--- src/logic/dtc_pkg.sv ---
// shared constants and types for the termination and calibration link
package dtc_pkg;

  // command encodings on the link
  typedef enum logic [2:0] {
    DTC_CMD_NOP,
    DTC_CMD_ZQ_LONG,
    DTC_CMD_ZQ_SHORT,
    DTC_CMD_REFRESH,
    DTC_CMD_SR_ENTER,
    DTC_CMD_SR_EXIT,
    DTC_CMD_OTHER
  } dtc_cmd_t;

  // clock period in ps used to turn times into cycles
  localparam int DTC_CLK_PERIOD_PS = 50000;

  // timing figures in ps, plain defaults; cycle counts derived with round-up
  localparam int DTC_T_ZQINIT_PS = 25600000;
  localparam int DTC_T_ZQOPER_PS = 12800000;
  localparam int DTC_T_ZQCS_PS   = 3200000;
  localparam int DTC_T_RFC_PS    = 300000;
  localparam int DTC_T_CPDED_PS  = 100000;
  localparam int DTC_T_XPDLL_PS  = 600000;
  localparam int DTC_T_XS_PS     = 500000;
  localparam int DTC_T_RP_PS     = 150000;

  localparam int DTC_ZQINIT_CYC = (DTC_T_ZQINIT_PS + DTC_CLK_PERIOD_PS - 1) / DTC_CLK_PERIOD_PS;
  localparam int DTC_ZQOPER_CYC = (DTC_T_ZQOPER_PS + DTC_CLK_PERIOD_PS - 1) / DTC_CLK_PERIOD_PS;
  localparam int DTC_ZQCS_CYC   = (DTC_T_ZQCS_PS + DTC_CLK_PERIOD_PS - 1) / DTC_CLK_PERIOD_PS;
  localparam int DTC_RFC_CYC    = (DTC_T_RFC_PS + DTC_CLK_PERIOD_PS - 1) / DTC_CLK_PERIOD_PS;
  localparam int DTC_CPDED_CYC  = (DTC_T_CPDED_PS + DTC_CLK_PERIOD_PS - 1) / DTC_CLK_PERIOD_PS;
  localparam int DTC_XPDLL_CYC  = (DTC_T_XPDLL_PS + DTC_CLK_PERIOD_PS - 1) / DTC_CLK_PERIOD_PS;
  localparam int DTC_XS_CYC     = (DTC_T_XS_PS + DTC_CLK_PERIOD_PS - 1) / DTC_CLK_PERIOD_PS;
  localparam int DTC_RP_CYC     = (DTC_T_RP_PS + DTC_CLK_PERIOD_PS - 1) / DTC_CLK_PERIOD_PS;

  // write latency in cycles and the uncertainty span for odt changes in a window
  localparam int DTC_WL          = 5;
  localparam int DTC_ANPD_CYC    = DTC_WL - 1;
  localparam int DTC_ODT_SYNC_LAT = DTC_WL - 2;
  localparam int DTC_ODT_ASYNC_LAT = 1;
  localparam int DTC_ODT_MIN_LAT = 1;
  localparam int DTC_ODT_MAX_LAT = DTC_WL - 1;

  localparam int DTC_CNT_W = 16;

endpackage

--- src/logic/dtc_link_if.sv ---
// command, cke, odt and dq pins between controller and memory end
`timescale 1ns/1ps
interface dtc_link_if;
  import dtc_pkg::*;
  dtc_cmd_t   cmd;
  logic       cke;
  logic       odt;
  logic       dq_out_ctl;
  logic       dq_oe_ctl;
  logic       dq_out_mem;
  logic       dq_oe_mem;

  modport ctl (output cmd, output cke, output odt, output dq_out_ctl, output dq_oe_ctl,
               input dq_out_mem, input dq_oe_mem);
  modport mem (input cmd, input cke, input odt, input dq_out_ctl, input dq_oe_ctl,
               output dq_out_mem, output dq_oe_mem);
endinterface

--- src/logic/dtc_down_cnt.sv ---
// loadable down counter flagging when it runs out
`timescale 1ns/1ps
module dtc_down_cnt
  import dtc_pkg::*;
(
  input  wire logic                 clk_sys,
  input  wire logic                 reset_n,
  input  wire logic                 load,
  input  wire logic [DTC_CNT_W-1:0] value,
  output      logic                 busy
);
  logic [DTC_CNT_W-1:0] cnt_q;

  always_ff @(posedge clk_sys or negedge reset_n)
  begin
    if (!reset_n)
      cnt_q <= '0;
    else if (load)
      cnt_q <= value;
    else if (cnt_q != '0)
      cnt_q <= cnt_q - 1'b1;
  end

  assign busy = (cnt_q != '0);
endmodule

--- src/logic/dtc_mem_end.sv ---
// memory end: zq calibration engine and odt power-down transition windows
`timescale 1ns/1ps
module dtc_mem_end
  import dtc_pkg::*;
(
  input  wire logic clk_sys,
  input  wire logic reset_n,
  dtc_link_if.mem   link,
  input  wire logic dll_frozen_pd,
  output      logic zq_busy,
  output      logic zq_current_on,
  output      logic cal_updated,
  output      logic rtt_on,
  output      logic rtt_unknown,
  output      logic pd_active
);

  // =====================================================================
  // link sampling (pins arrive from the other party)
  logic [1:0] cke_s_q;
  logic [1:0] odt_s_q;
  dtc_cmd_t   cmd_s1_q;
  dtc_cmd_t   cmd_q;

  always_ff @(posedge clk_sys or negedge reset_n)
  begin
    if (!reset_n)
    begin
      cke_s_q  <= 2'h0;
      odt_s_q  <= 2'h0;
      cmd_s1_q <= DTC_CMD_NOP;
      cmd_q    <= DTC_CMD_NOP;
    end
    else
    begin
      cke_s_q  <= {cke_s_q[0], link.cke};
      odt_s_q  <= {odt_s_q[0], link.odt};
      cmd_s1_q <= link.cmd;
      cmd_q    <= cmd_s1_q;
    end
  end

  logic cke;
  logic odt;
  assign cke = cke_s_q[1];
  assign odt = odt_s_q[1];

  // memory never drives dq in this block
  assign link.dq_out_mem = 1'b0;
  assign link.dq_oe_mem  = 1'b0;

  // =====================================================================
  // zq calibration
  typedef enum logic [1:0] {DTC_ZQ_IDLE, DTC_ZQ_RUN, DTC_ZQ_XFER} dtc_zq_state_t;
  dtc_zq_state_t        zq_state_q;
  logic                 first_long_q;
  logic                 zq_load;
  logic [DTC_CNT_W-1:0] zq_len;
  logic                 zq_cnt_busy;

  always_comb
  begin
    zq_load = 1'b0;
    zq_len  = '0;
    if (zq_state_q == DTC_ZQ_IDLE)
    begin
      if (cmd_q == DTC_CMD_ZQ_LONG)
      begin
        zq_load = 1'b1;
        // the xfer cycle is part of the budget, hence minus one
        zq_len  = first_long_q ? DTC_CNT_W'(DTC_ZQINIT_CYC - 1)
                               : DTC_CNT_W'(DTC_ZQOPER_CYC - 1);
      end
      else if (cmd_q == DTC_CMD_ZQ_SHORT)
      begin
        zq_load = 1'b1;
        zq_len  = DTC_CNT_W'(DTC_ZQCS_CYC - 1);
      end
    end
  end

  dtc_down_cnt u_zq_cnt (
    .clk_sys (clk_sys),
    .reset_n (reset_n),
    .load    (zq_load),
    .value   (zq_len),
    .busy    (zq_cnt_busy)
  );

  // self-refresh exit itself starts nothing; only explicit commands do
  always_ff @(posedge clk_sys or negedge reset_n)
  begin
    if (!reset_n)
    begin
      zq_state_q   <= DTC_ZQ_IDLE;
      first_long_q <= 1'b1;
    end
    else
    begin
      case (zq_state_q)
        DTC_ZQ_IDLE:
        begin
          if (zq_load)
            zq_state_q <= DTC_ZQ_RUN;
          if (cmd_q == DTC_CMD_ZQ_LONG)
            first_long_q <= 1'b0;
        end
        DTC_ZQ_RUN:
          if (!zq_cnt_busy)
            zq_state_q <= DTC_ZQ_XFER;
        DTC_ZQ_XFER:
          zq_state_q <= DTC_ZQ_IDLE;
        default:
          zq_state_q <= DTC_ZQ_IDLE;
      endcase
    end
  end

  always_ff @(posedge clk_sys or negedge reset_n)
  begin
    if (!reset_n)
    begin
      zq_busy       <= 1'b0;
      zq_current_on <= 1'b0;
      cal_updated   <= 1'b0;
    end
    else
    begin
      zq_busy       <= zq_load || (zq_state_q == DTC_ZQ_RUN && zq_cnt_busy);
      zq_current_on <= zq_load || (zq_state_q == DTC_ZQ_RUN && zq_cnt_busy);
      cal_updated   <= (zq_state_q == DTC_ZQ_RUN) && !zq_cnt_busy;
    end
  end

  // =====================================================================
  // power-down transition windows
  // odt history lets the window reach back wl-1 cycles before the cke edge
  logic [DTC_ANPD_CYC-1:0] odt_hist_q;
  logic                    cke_d1_q;
  logic [DTC_CNT_W-1:0]    rfc_cnt_q;
  logic [DTC_CNT_W-1:0]    win_cnt_q;
  logic                    cke_fall;
  logic                    cke_rise;
  logic                    past_change;
  logic [DTC_CNT_W-1:0]    close_len;

  assign cke_fall = cke_d1_q && !cke;
  assign cke_rise = !cke_d1_q && cke;
  // toggles after the excluded starting cycle, up to now
  assign past_change = (odt_hist_q[DTC_ANPD_CYC-1:0] != {DTC_ANPD_CYC{odt_hist_q[0]}})
                       || (odt_hist_q[0] != odt);

  always_comb
  begin
    close_len = DTC_CNT_W'(DTC_CPDED_CYC);
    if (cke_rise)
      close_len = DTC_CNT_W'(DTC_XPDLL_CYC);
    else if (rfc_cnt_q > close_len)
      close_len = rfc_cnt_q;
  end

  always_ff @(posedge clk_sys or negedge reset_n)
  begin
    if (!reset_n)
    begin
      odt_hist_q <= '0;
      cke_d1_q   <= 1'b0;
      rfc_cnt_q  <= '0;
    end
    else
    begin
      odt_hist_q <= {odt_hist_q[DTC_ANPD_CYC-2:0], odt};
      cke_d1_q   <= cke;
      if (cmd_q == DTC_CMD_REFRESH)
        rfc_cnt_q <= DTC_CNT_W'(DTC_RFC_CYC);
      else if (rfc_cnt_q != '0)
        rfc_cnt_q <= rfc_cnt_q - 1'b1;
    end
  end

  // the close counter holds through the end cycle, so that cycle stays inside
  always_ff @(posedge clk_sys or negedge reset_n)
  begin
    if (!reset_n)
      win_cnt_q <= '0;
    else if (dll_frozen_pd && (cke_fall || cke_rise))
    begin
      // a later window extends an open one rather than cutting it short
      if (close_len > win_cnt_q)
        win_cnt_q <= close_len;
    end
    else if (win_cnt_q != '0)
      win_cnt_q <= win_cnt_q - 1'b1;
  end

  logic in_window;
  assign in_window = (win_cnt_q != '0) || (dll_frozen_pd && (cke_fall || cke_rise));

  // =====================================================================
  // termination response
  logic [DTC_ODT_SYNC_LAT-1:0] sync_pipe_q;
  logic [DTC_CNT_W-1:0]        unk_cnt_q;
  logic                        odt_change;
  logic                        async_mode;

  assign odt_change = odt != odt_hist_q[0];
  assign async_mode = dll_frozen_pd && !cke && (win_cnt_q == '0);

  always_ff @(posedge clk_sys or negedge reset_n)
  begin
    if (!reset_n)
      sync_pipe_q <= '0;
    else
      sync_pipe_q <= {sync_pipe_q[DTC_ODT_SYNC_LAT-2:0], odt};
  end

  always_ff @(posedge clk_sys or negedge reset_n)
  begin
    if (!reset_n)
      unk_cnt_q <= '0;
    else if ((cke_fall || cke_rise) && dll_frozen_pd && past_change)
      unk_cnt_q <= DTC_CNT_W'(DTC_ODT_MAX_LAT);
    else if (in_window && odt_change)
      unk_cnt_q <= DTC_CNT_W'(DTC_ODT_MAX_LAT);
    else if (unk_cnt_q != '0)
      unk_cnt_q <= unk_cnt_q - 1'b1;
  end

  always_ff @(posedge clk_sys or negedge reset_n)
  begin
    if (!reset_n)
    begin
      rtt_on      <= 1'b0;
      rtt_unknown <= 1'b0;
      pd_active   <= 1'b0;
    end
    else
    begin
      pd_active   <= !cke;
      rtt_unknown <= (unk_cnt_q != '0) || (in_window && odt_change);
      if (zq_load || zq_busy)
        rtt_on <= 1'b0;
      else if (async_mode)
        rtt_on <= sync_pipe_q[DTC_ODT_ASYNC_LAT-1];
      else
        rtt_on <= sync_pipe_q[DTC_ODT_SYNC_LAT-1];
    end
  end

endmodule

--- src/flat_wrapper.sv ---
// flat-port wrapper written by rule: the top's interface ports become plain ports
module dtc_mem_end_flat import dtc_pkg::*;
  (clk_sys, reset_n, dll_frozen_pd, zq_busy, zq_current_on, cal_updated, rtt_on, rtt_unknown, pd_active, link_cmd, link_cke, link_odt, link_dq_out_ctl, link_dq_oe_ctl, link_dq_out_mem, link_dq_oe_mem);
  dtc_link_if link_i ();
  input  wire logic clk_sys;
  input  wire logic reset_n;
  input  wire logic dll_frozen_pd;
  output      logic zq_busy;
  output      logic zq_current_on;
  output      logic cal_updated;
  output      logic rtt_on;
  output      logic rtt_unknown;
  output      logic pd_active;
  input wire logic [$bits(link_i.cmd)-1:0] link_cmd;
  input wire logic [$bits(link_i.cke)-1:0] link_cke;
  input wire logic [$bits(link_i.odt)-1:0] link_odt;
  input wire logic [$bits(link_i.dq_out_ctl)-1:0] link_dq_out_ctl;
  input wire logic [$bits(link_i.dq_oe_ctl)-1:0] link_dq_oe_ctl;
  output wire logic [$bits(link_i.dq_out_mem)-1:0] link_dq_out_mem;
  output wire logic [$bits(link_i.dq_oe_mem)-1:0] link_dq_oe_mem;
  assign link_i.cmd = link_cmd;
  assign link_i.cke = link_cke;
  assign link_i.odt = link_odt;
  assign link_i.dq_out_ctl = link_dq_out_ctl;
  assign link_i.dq_oe_ctl = link_dq_oe_ctl;
  assign link_dq_out_mem = link_i.dq_out_mem;
  assign link_dq_oe_mem = link_i.dq_oe_mem;
  dtc_mem_end u_core (.clk_sys(clk_sys), .reset_n(reset_n), .link(link_i), .dll_frozen_pd(dll_frozen_pd), .zq_busy(zq_busy), .zq_current_on(zq_current_on), .cal_updated(cal_updated), .rtt_on(rtt_on), .rtt_unknown(rtt_unknown), .pd_active(pd_active));
endmodule
--- config.mk ---
export PLATFORM = sky130hd
export DESIGN_NAME = dtc_mem_end_flat
export DESIGN_NICKNAME = d
export VERILOG_FILES = /design/src/logic/dtc_pkg.sv /design/src/logic/dtc_link_if.sv /design/src/logic/dtc_down_cnt.sv /design/src/logic/dtc_mem_end.sv /design/src/flat_wrapper.sv
export SDC_FILE = /design/constraint.sdc
export NUM_CORES = 1
export LEC_CHECK = 0
export BUFFER_PORTS_ARGS = -buffer_cell sky130_fd_sc_hd__buf_2
export CAP_MARGIN = 20
export CORE_AREA = 2 2 122 136
export DETAILED_ROUTE_END_ITERATION = 16
export DIE_AREA = 0 0 124 138
export GPL_TIMING_DRIVEN = 0
export PLACE_DENSITY = 0.52
export SLEW_MARGIN = 20
export SYNTH_ARGS = -nofsm -noshare
export SYNTH_HDL_FRONTEND = slang
export SYNTH_SLANG_ARGS = --single-unit
--- constraint.sdc ---
create_clock -name clk_sys -period 6.97 [get_ports clk_sys]
set_clock_uncertainty 0.15 [all_clocks]
set_input_delay 1.7425 -clock clk_sys [delete_from_list [all_inputs] [get_ports clk_sys]]
set_output_delay 1.7425 -clock clk_sys [all_outputs]
set_load 0.02 [all_outputs]
==> results <==
- In this run, the clock network consumes around 25% of the power.
- In the synthesized netlist, the number of instances is 501.
- The number of non-filler instances in the completed layout is 736.
- The maximum level of the CTS H-tree is 3.
- The half-perimeter wire length after placement is 7.517 mm.
- The transition time at the pin with the least slew margin is 812.7 ps.
- The accumulated negative setup slack is 0 ps.
- Buffers inserted during clock tree synthesis total 9.
- For this design the static power due to leakage is about 0.0024 µW.
- The ratio of cells with drive above 1 in the final layout is 9.962%.
- The layout has 1,650 filler cells.
- The die covers 17,110 µm².
- The cell with the largest stage delay on the worst path is a21oi_2.
- The number of hold buffers added after CTS was 0.
- Global routing used a little over an eighth of the available tracks across all layers.
- The power per cell area is 423.9 nW/µm².
- During synthesis, Yosys emitted a total of 0 warnings.
- The initial antenna violation count is 0.
- The final critical delay including setup and external delays is 3928 ps.
- In the routed design, unresolved DRC markers number 0.
- The core region is between 15,000 and 20,000 µm².
- 0 antenna diodes ended up in the layout.
- Including well taps, the total number of placed cells is just over 700.
- STA puts the critical path data arrival time at roughly 4000 ps.
- Data on the critical path is required at its endpoint by 7030 ps.
- The die span in y is 138 µm.
- Row generation in the floorplan step produced 49 rows.
- The critical path goes through nor4_1 -> and3_1 -> a31oi_1 -> and2_1 -> ha_1 -> nand4_2 -> nor4_2 -> a41oi_1 -> a21oi_2 -> o22ai_1.
- The worst-case IR drop observed on VDD is 178.2 µV.
- Sequential cells burn 35.7% of the power.
- The worst setup path is launched from a flip-flop.
- The internal portion of the total power is between 1000 and 1500 µW.
- The async set or reset register ratio after synthesis is 100.0%.
- The average footprint of a synthesized cell is 9.508 µm².
- TritonCTS built the clock tree.
- The share of the yosys chip area belonging to registers is ~46%.
- Setup violations remaining at the end of the flow were counted as 0.
- At the end of routability-driven placement, the weighted congestion stood at around 0.87.
- The fraction of power consumed by combinational cells is 39.4%.
- The final-stage net count is 560.
- The tree is rooted in a clkbuf_16.
- The max-slew violation total from the final report is 0.
- The clock-pin transition on the worst setup and hold timing paths is 70 ps.
- The post-layout utilization of the core is 34.35%.
- The worst path uses 56.36% of the clock period.
- The total wire length is 10.42 mm.
- STA classifies the critical path endpoint as a flip-flop.
- The number of nets with antenna violations after detailed routing is 0.
- In the final routed layout, each cell accounts on average for around 14 µm.
- The synthesized design contains 0 enable-type register cells.
- The total overflow left after global routing is 0.
- The first global-routing pass estimated 17.82 mm of wire.
- The number of setup buffers added after CTS is 0.
- The setup path with the least slack is of type flip-flop to flip-flop.
- For this run, the detailed router's first-pass iteration total came to 4.
- The clock reaches the later pin of the worst-skew pair after 350 ps.
- The worst pin sits at a relative slew slack of a little under half.
- The number of top-level design ports is 18.
- Detailed routing inserted a total of 3,698 vias.
- The cell type group with the largest total delay on the critical path is simple AND/OR/NAND/NOR gates.
- Summing all placed instances gives a cell area of slightly above 5000 µm².
- In this run the tool buffered the top-level ports with 13 buffer cells.
- In this run the worst hold path is classified as flip-flop to flip-flop.
- The tree built by TritonCTS fans out to 87 sinks.
- In the routed layout, each cell is associated on average with a via count of 5.024.
- The horizontal die dimension is 124 µm.
- The flow ran to the end, and the final reports show no timing, DRC or antenna violations.
- The starting density of the core is 29.88%.
- The number of failing hold endpoints at the final stage came to 0.
- The signed area change from the synthesized netlist to the final layout is 14.95%.
- The via count of the first global-routing pass is 3,572.
- The largest single stage delay on the critical path is approximately 570 ps.
- The primary flip-flop cell chosen by synthesis mapping is dfrtp_1.
- Post-CTS repair changed the size of 0 cells.
- The mapped cell area is 4763 µm².
- The reported net switching power is 906.0 µW.
- Entering global routing, the biggest net connects between 70 and 80 pins.
- Setup repair after global routing left no endpoint under its margin.
- Along the worst path, the maximum fanout reaches 8.
- Net switching is between 30% and 40% of the power.
- The tool flagged a number of max-cap violations equal to 0.
- The number of buffer and inverter stages on the critical path is 0.
- The flop and latch count out of synthesis is a little under 90.
- The maximum count of clock buffers along a single path is 2.
- The timing-limited maximum frequency is 254.6 MHz.
- Synthesis instantiated 66 different standard cells from the library.
- Once layout is done, the placed cells without fillers occupy about 5500 µm².
- The number of violations reported at the end of detailed-routing iteration 0 is 198.
metal layers:
layer | global-route usage [%] | wire [µm] | share of wire, % | vias up
met3 | 2.351 | 271 | 2.6 | 15
met5 | 0 | 0 | 0 | -
met1 | 17.90 | 4949 | 48 | 1784
met4 | 6.682 | 263 | 2.5 | 0
met2 | 20.10 | 4933 | 47 | 50
li1 | - | - | - | 1849
Yosys cell counts (2+ instances only):
library cell	number	area share [%]
a211oi_1	5	0.79
o21ai_1	10	1.1
or3_1	7	0.92
a41oi_1	3	0.55
nor2b_1	12	1.6
buf_4	3	0.47
a31oi_1	7	0.92
nor2_1	70	5.5
o32ai_1	2	0.37
nor4_2	4	1.1
o22ai_1	2	0.26
xor2_1	11	2.0
o211ai_1	2	0.32
nand3_1	8	0.84
nand2b_1	5	0.66
mux2i_1	3	0.63
inv_1	28	2.2
a221o_1	2	0.42
o31ai_1	3	0.47
nor4_1	11	1.4
xnor2_1	24	4.4
o32a_1	3	0.63
dfrtp_1	86	45
o21ai_0	12	1.3
o41ai_1	2	0.37
nand4_1	7	0.92
or2_2	3	0.39
clkbuf_1	9	0.71
a21oi_1	26	2.7
o211a_1	3	0.63
nor3_1	25	2.6
and2_1	8	1.1
and3_1	4	0.53
and4_1	2	0.37
nand2_1	27	2.1
ha_1	23	6.0
or4_1	8	1.3
buf_2	3	0.32
state kept, by name (all words and copies together), names as in the netlist, 2 cells and up:
signal	flops
u_core.rfc_cnt_q	16
u_core.u_zq_cnt.cnt_q	16
u_core.zq_state_q	2
u_core.cke_s_q	2
u_core.odt_s_q	2
u_core.unk_cnt_q	16
u_core.cmd_q	3
u_core.win_cnt_q	16
u_core.cmd_s1_q	3
u_core.odt_hist_q	4
cells in the final DEF, fill, tap and decap left out, drive strengths merged, types with 11 or more instances in the layout:
| cell | count |
|---|---|
| inv | 30 |
| clkbuf | 19 |
| nor2b | 12 |
| nor3 | 26 |
| nor2 | 71 |
| buf | 21 |
| nor4 | 15 |
| ha | 23 |
| dfrtp | 86 |
| xnor2 | 24 |
| o21ai | 23 |
| a21oi | 27 |
| nand2 | 27 |
| xor2 | 11 |
cells by family (layout without fill, tap and decap cells):
family | after synthesis | in the layout | share of synthesized area [%]
AO/OA/AOI/OAI | 95 | 95 | 13.13
XOR/XNOR | 35 | 35 | 6.435
adder cells (fa/ha/maj) | 23 | 23 | 6.042
buffers and inverters | 44 | 74 | 3.940
flip-flops | 87 | 87 | 45.73
multiplexers | 4 | 4 | 0.8668
other | 1 | 2 | 0.07873
AND/OR/NAND/NOR | 212 | 212 | 23.77
per-stage QoR:
step | hold WS (ps) | worst slack (ps) | power [µW]
2_1_floorplan | 181.2 | 3486 | 1523
3_3_place_gp | 185.7 | 3062 | 1722
3_5_place_dp | 185.5 | 3087 | 1747
4_1_cts | 200.8 | 3055 | 2342
5_1_grt | 202.9 | 2787 | 2508
6_report | 199.3 | 3042 | 2321
final cells by class:
| type | instances | area (µm²) | share of cell area (%) |
|---|---|---|---|
| multi-input cells | 371 | 2401 | 43.85 |
| inverters | 28 | 105.1 | 1.920 |
| flip-flops and latches | 87 | 2178 | 39.79 |
| well taps | 204 | 255.2 | 4.662 |
| clock buffers | 10 | 239.0 | 4.365 |
| plain buffers | 16 | 82.58 | 1.508 |
| repair buffers | 14 | 98.84 | 1.805 |
| clock inverters | 6 | 115.1 | 2.102 |
power by group through the flow:
| stage | Combinational, µW | Clock [µW] | Sequential, µW |
|---|---|---|---|
| 4_1_cts | 920 | 595 | 827 |
| 5_1_grt | 1040 | 610 | 859 |
| 3_3_place_gp | 894 | 0 | 828 |
| 3_5_place_dp | 913 | 0 | 834 |
| 6_report | 914 | 578 | 829 |
| 2_1_floorplan | 722 | 0 | 801 |
worst paths after layout:
| path | slack [ps] | endpoint | from | cells after the start |
|---|---|---|---|---|
| max in group asynchronous | 5030 | u_core.first_long_q$_DFFE_PN1P_ | reset_n | 2 |
| setup reg to reg | 3040 | u_core.win_cnt_q[12]$_DFFE_PN0P_ | u_core.rfc_cnt_q[13]$_DFFE_PN0P_ | 10 |
| hold reg to reg | 200 | u_core.cmd_q[0]$_DFF_PN0_ | u_core.cmd_s1_q[0]$_DFF_PN0_ | 0 |
| hold / removal | 200 | u_core.cmd_q[0]$_DFF_PN0_ | u_core.cmd_s1_q[0]$_DFF_PN0_ | 0 |
| setup / recovery | 3040 | u_core.win_cnt_q[12]$_DFFE_PN0P_ | u_core.rfc_cnt_q[13]$_DFFE_PN0P_ | 10 |
| min in group asynchronous | 1040 | u_core.win_cnt_q[9]$_DFFE_PN0P_ | reset_n | 1 |
Note: power is estimated with default switching activity, not from simulation.
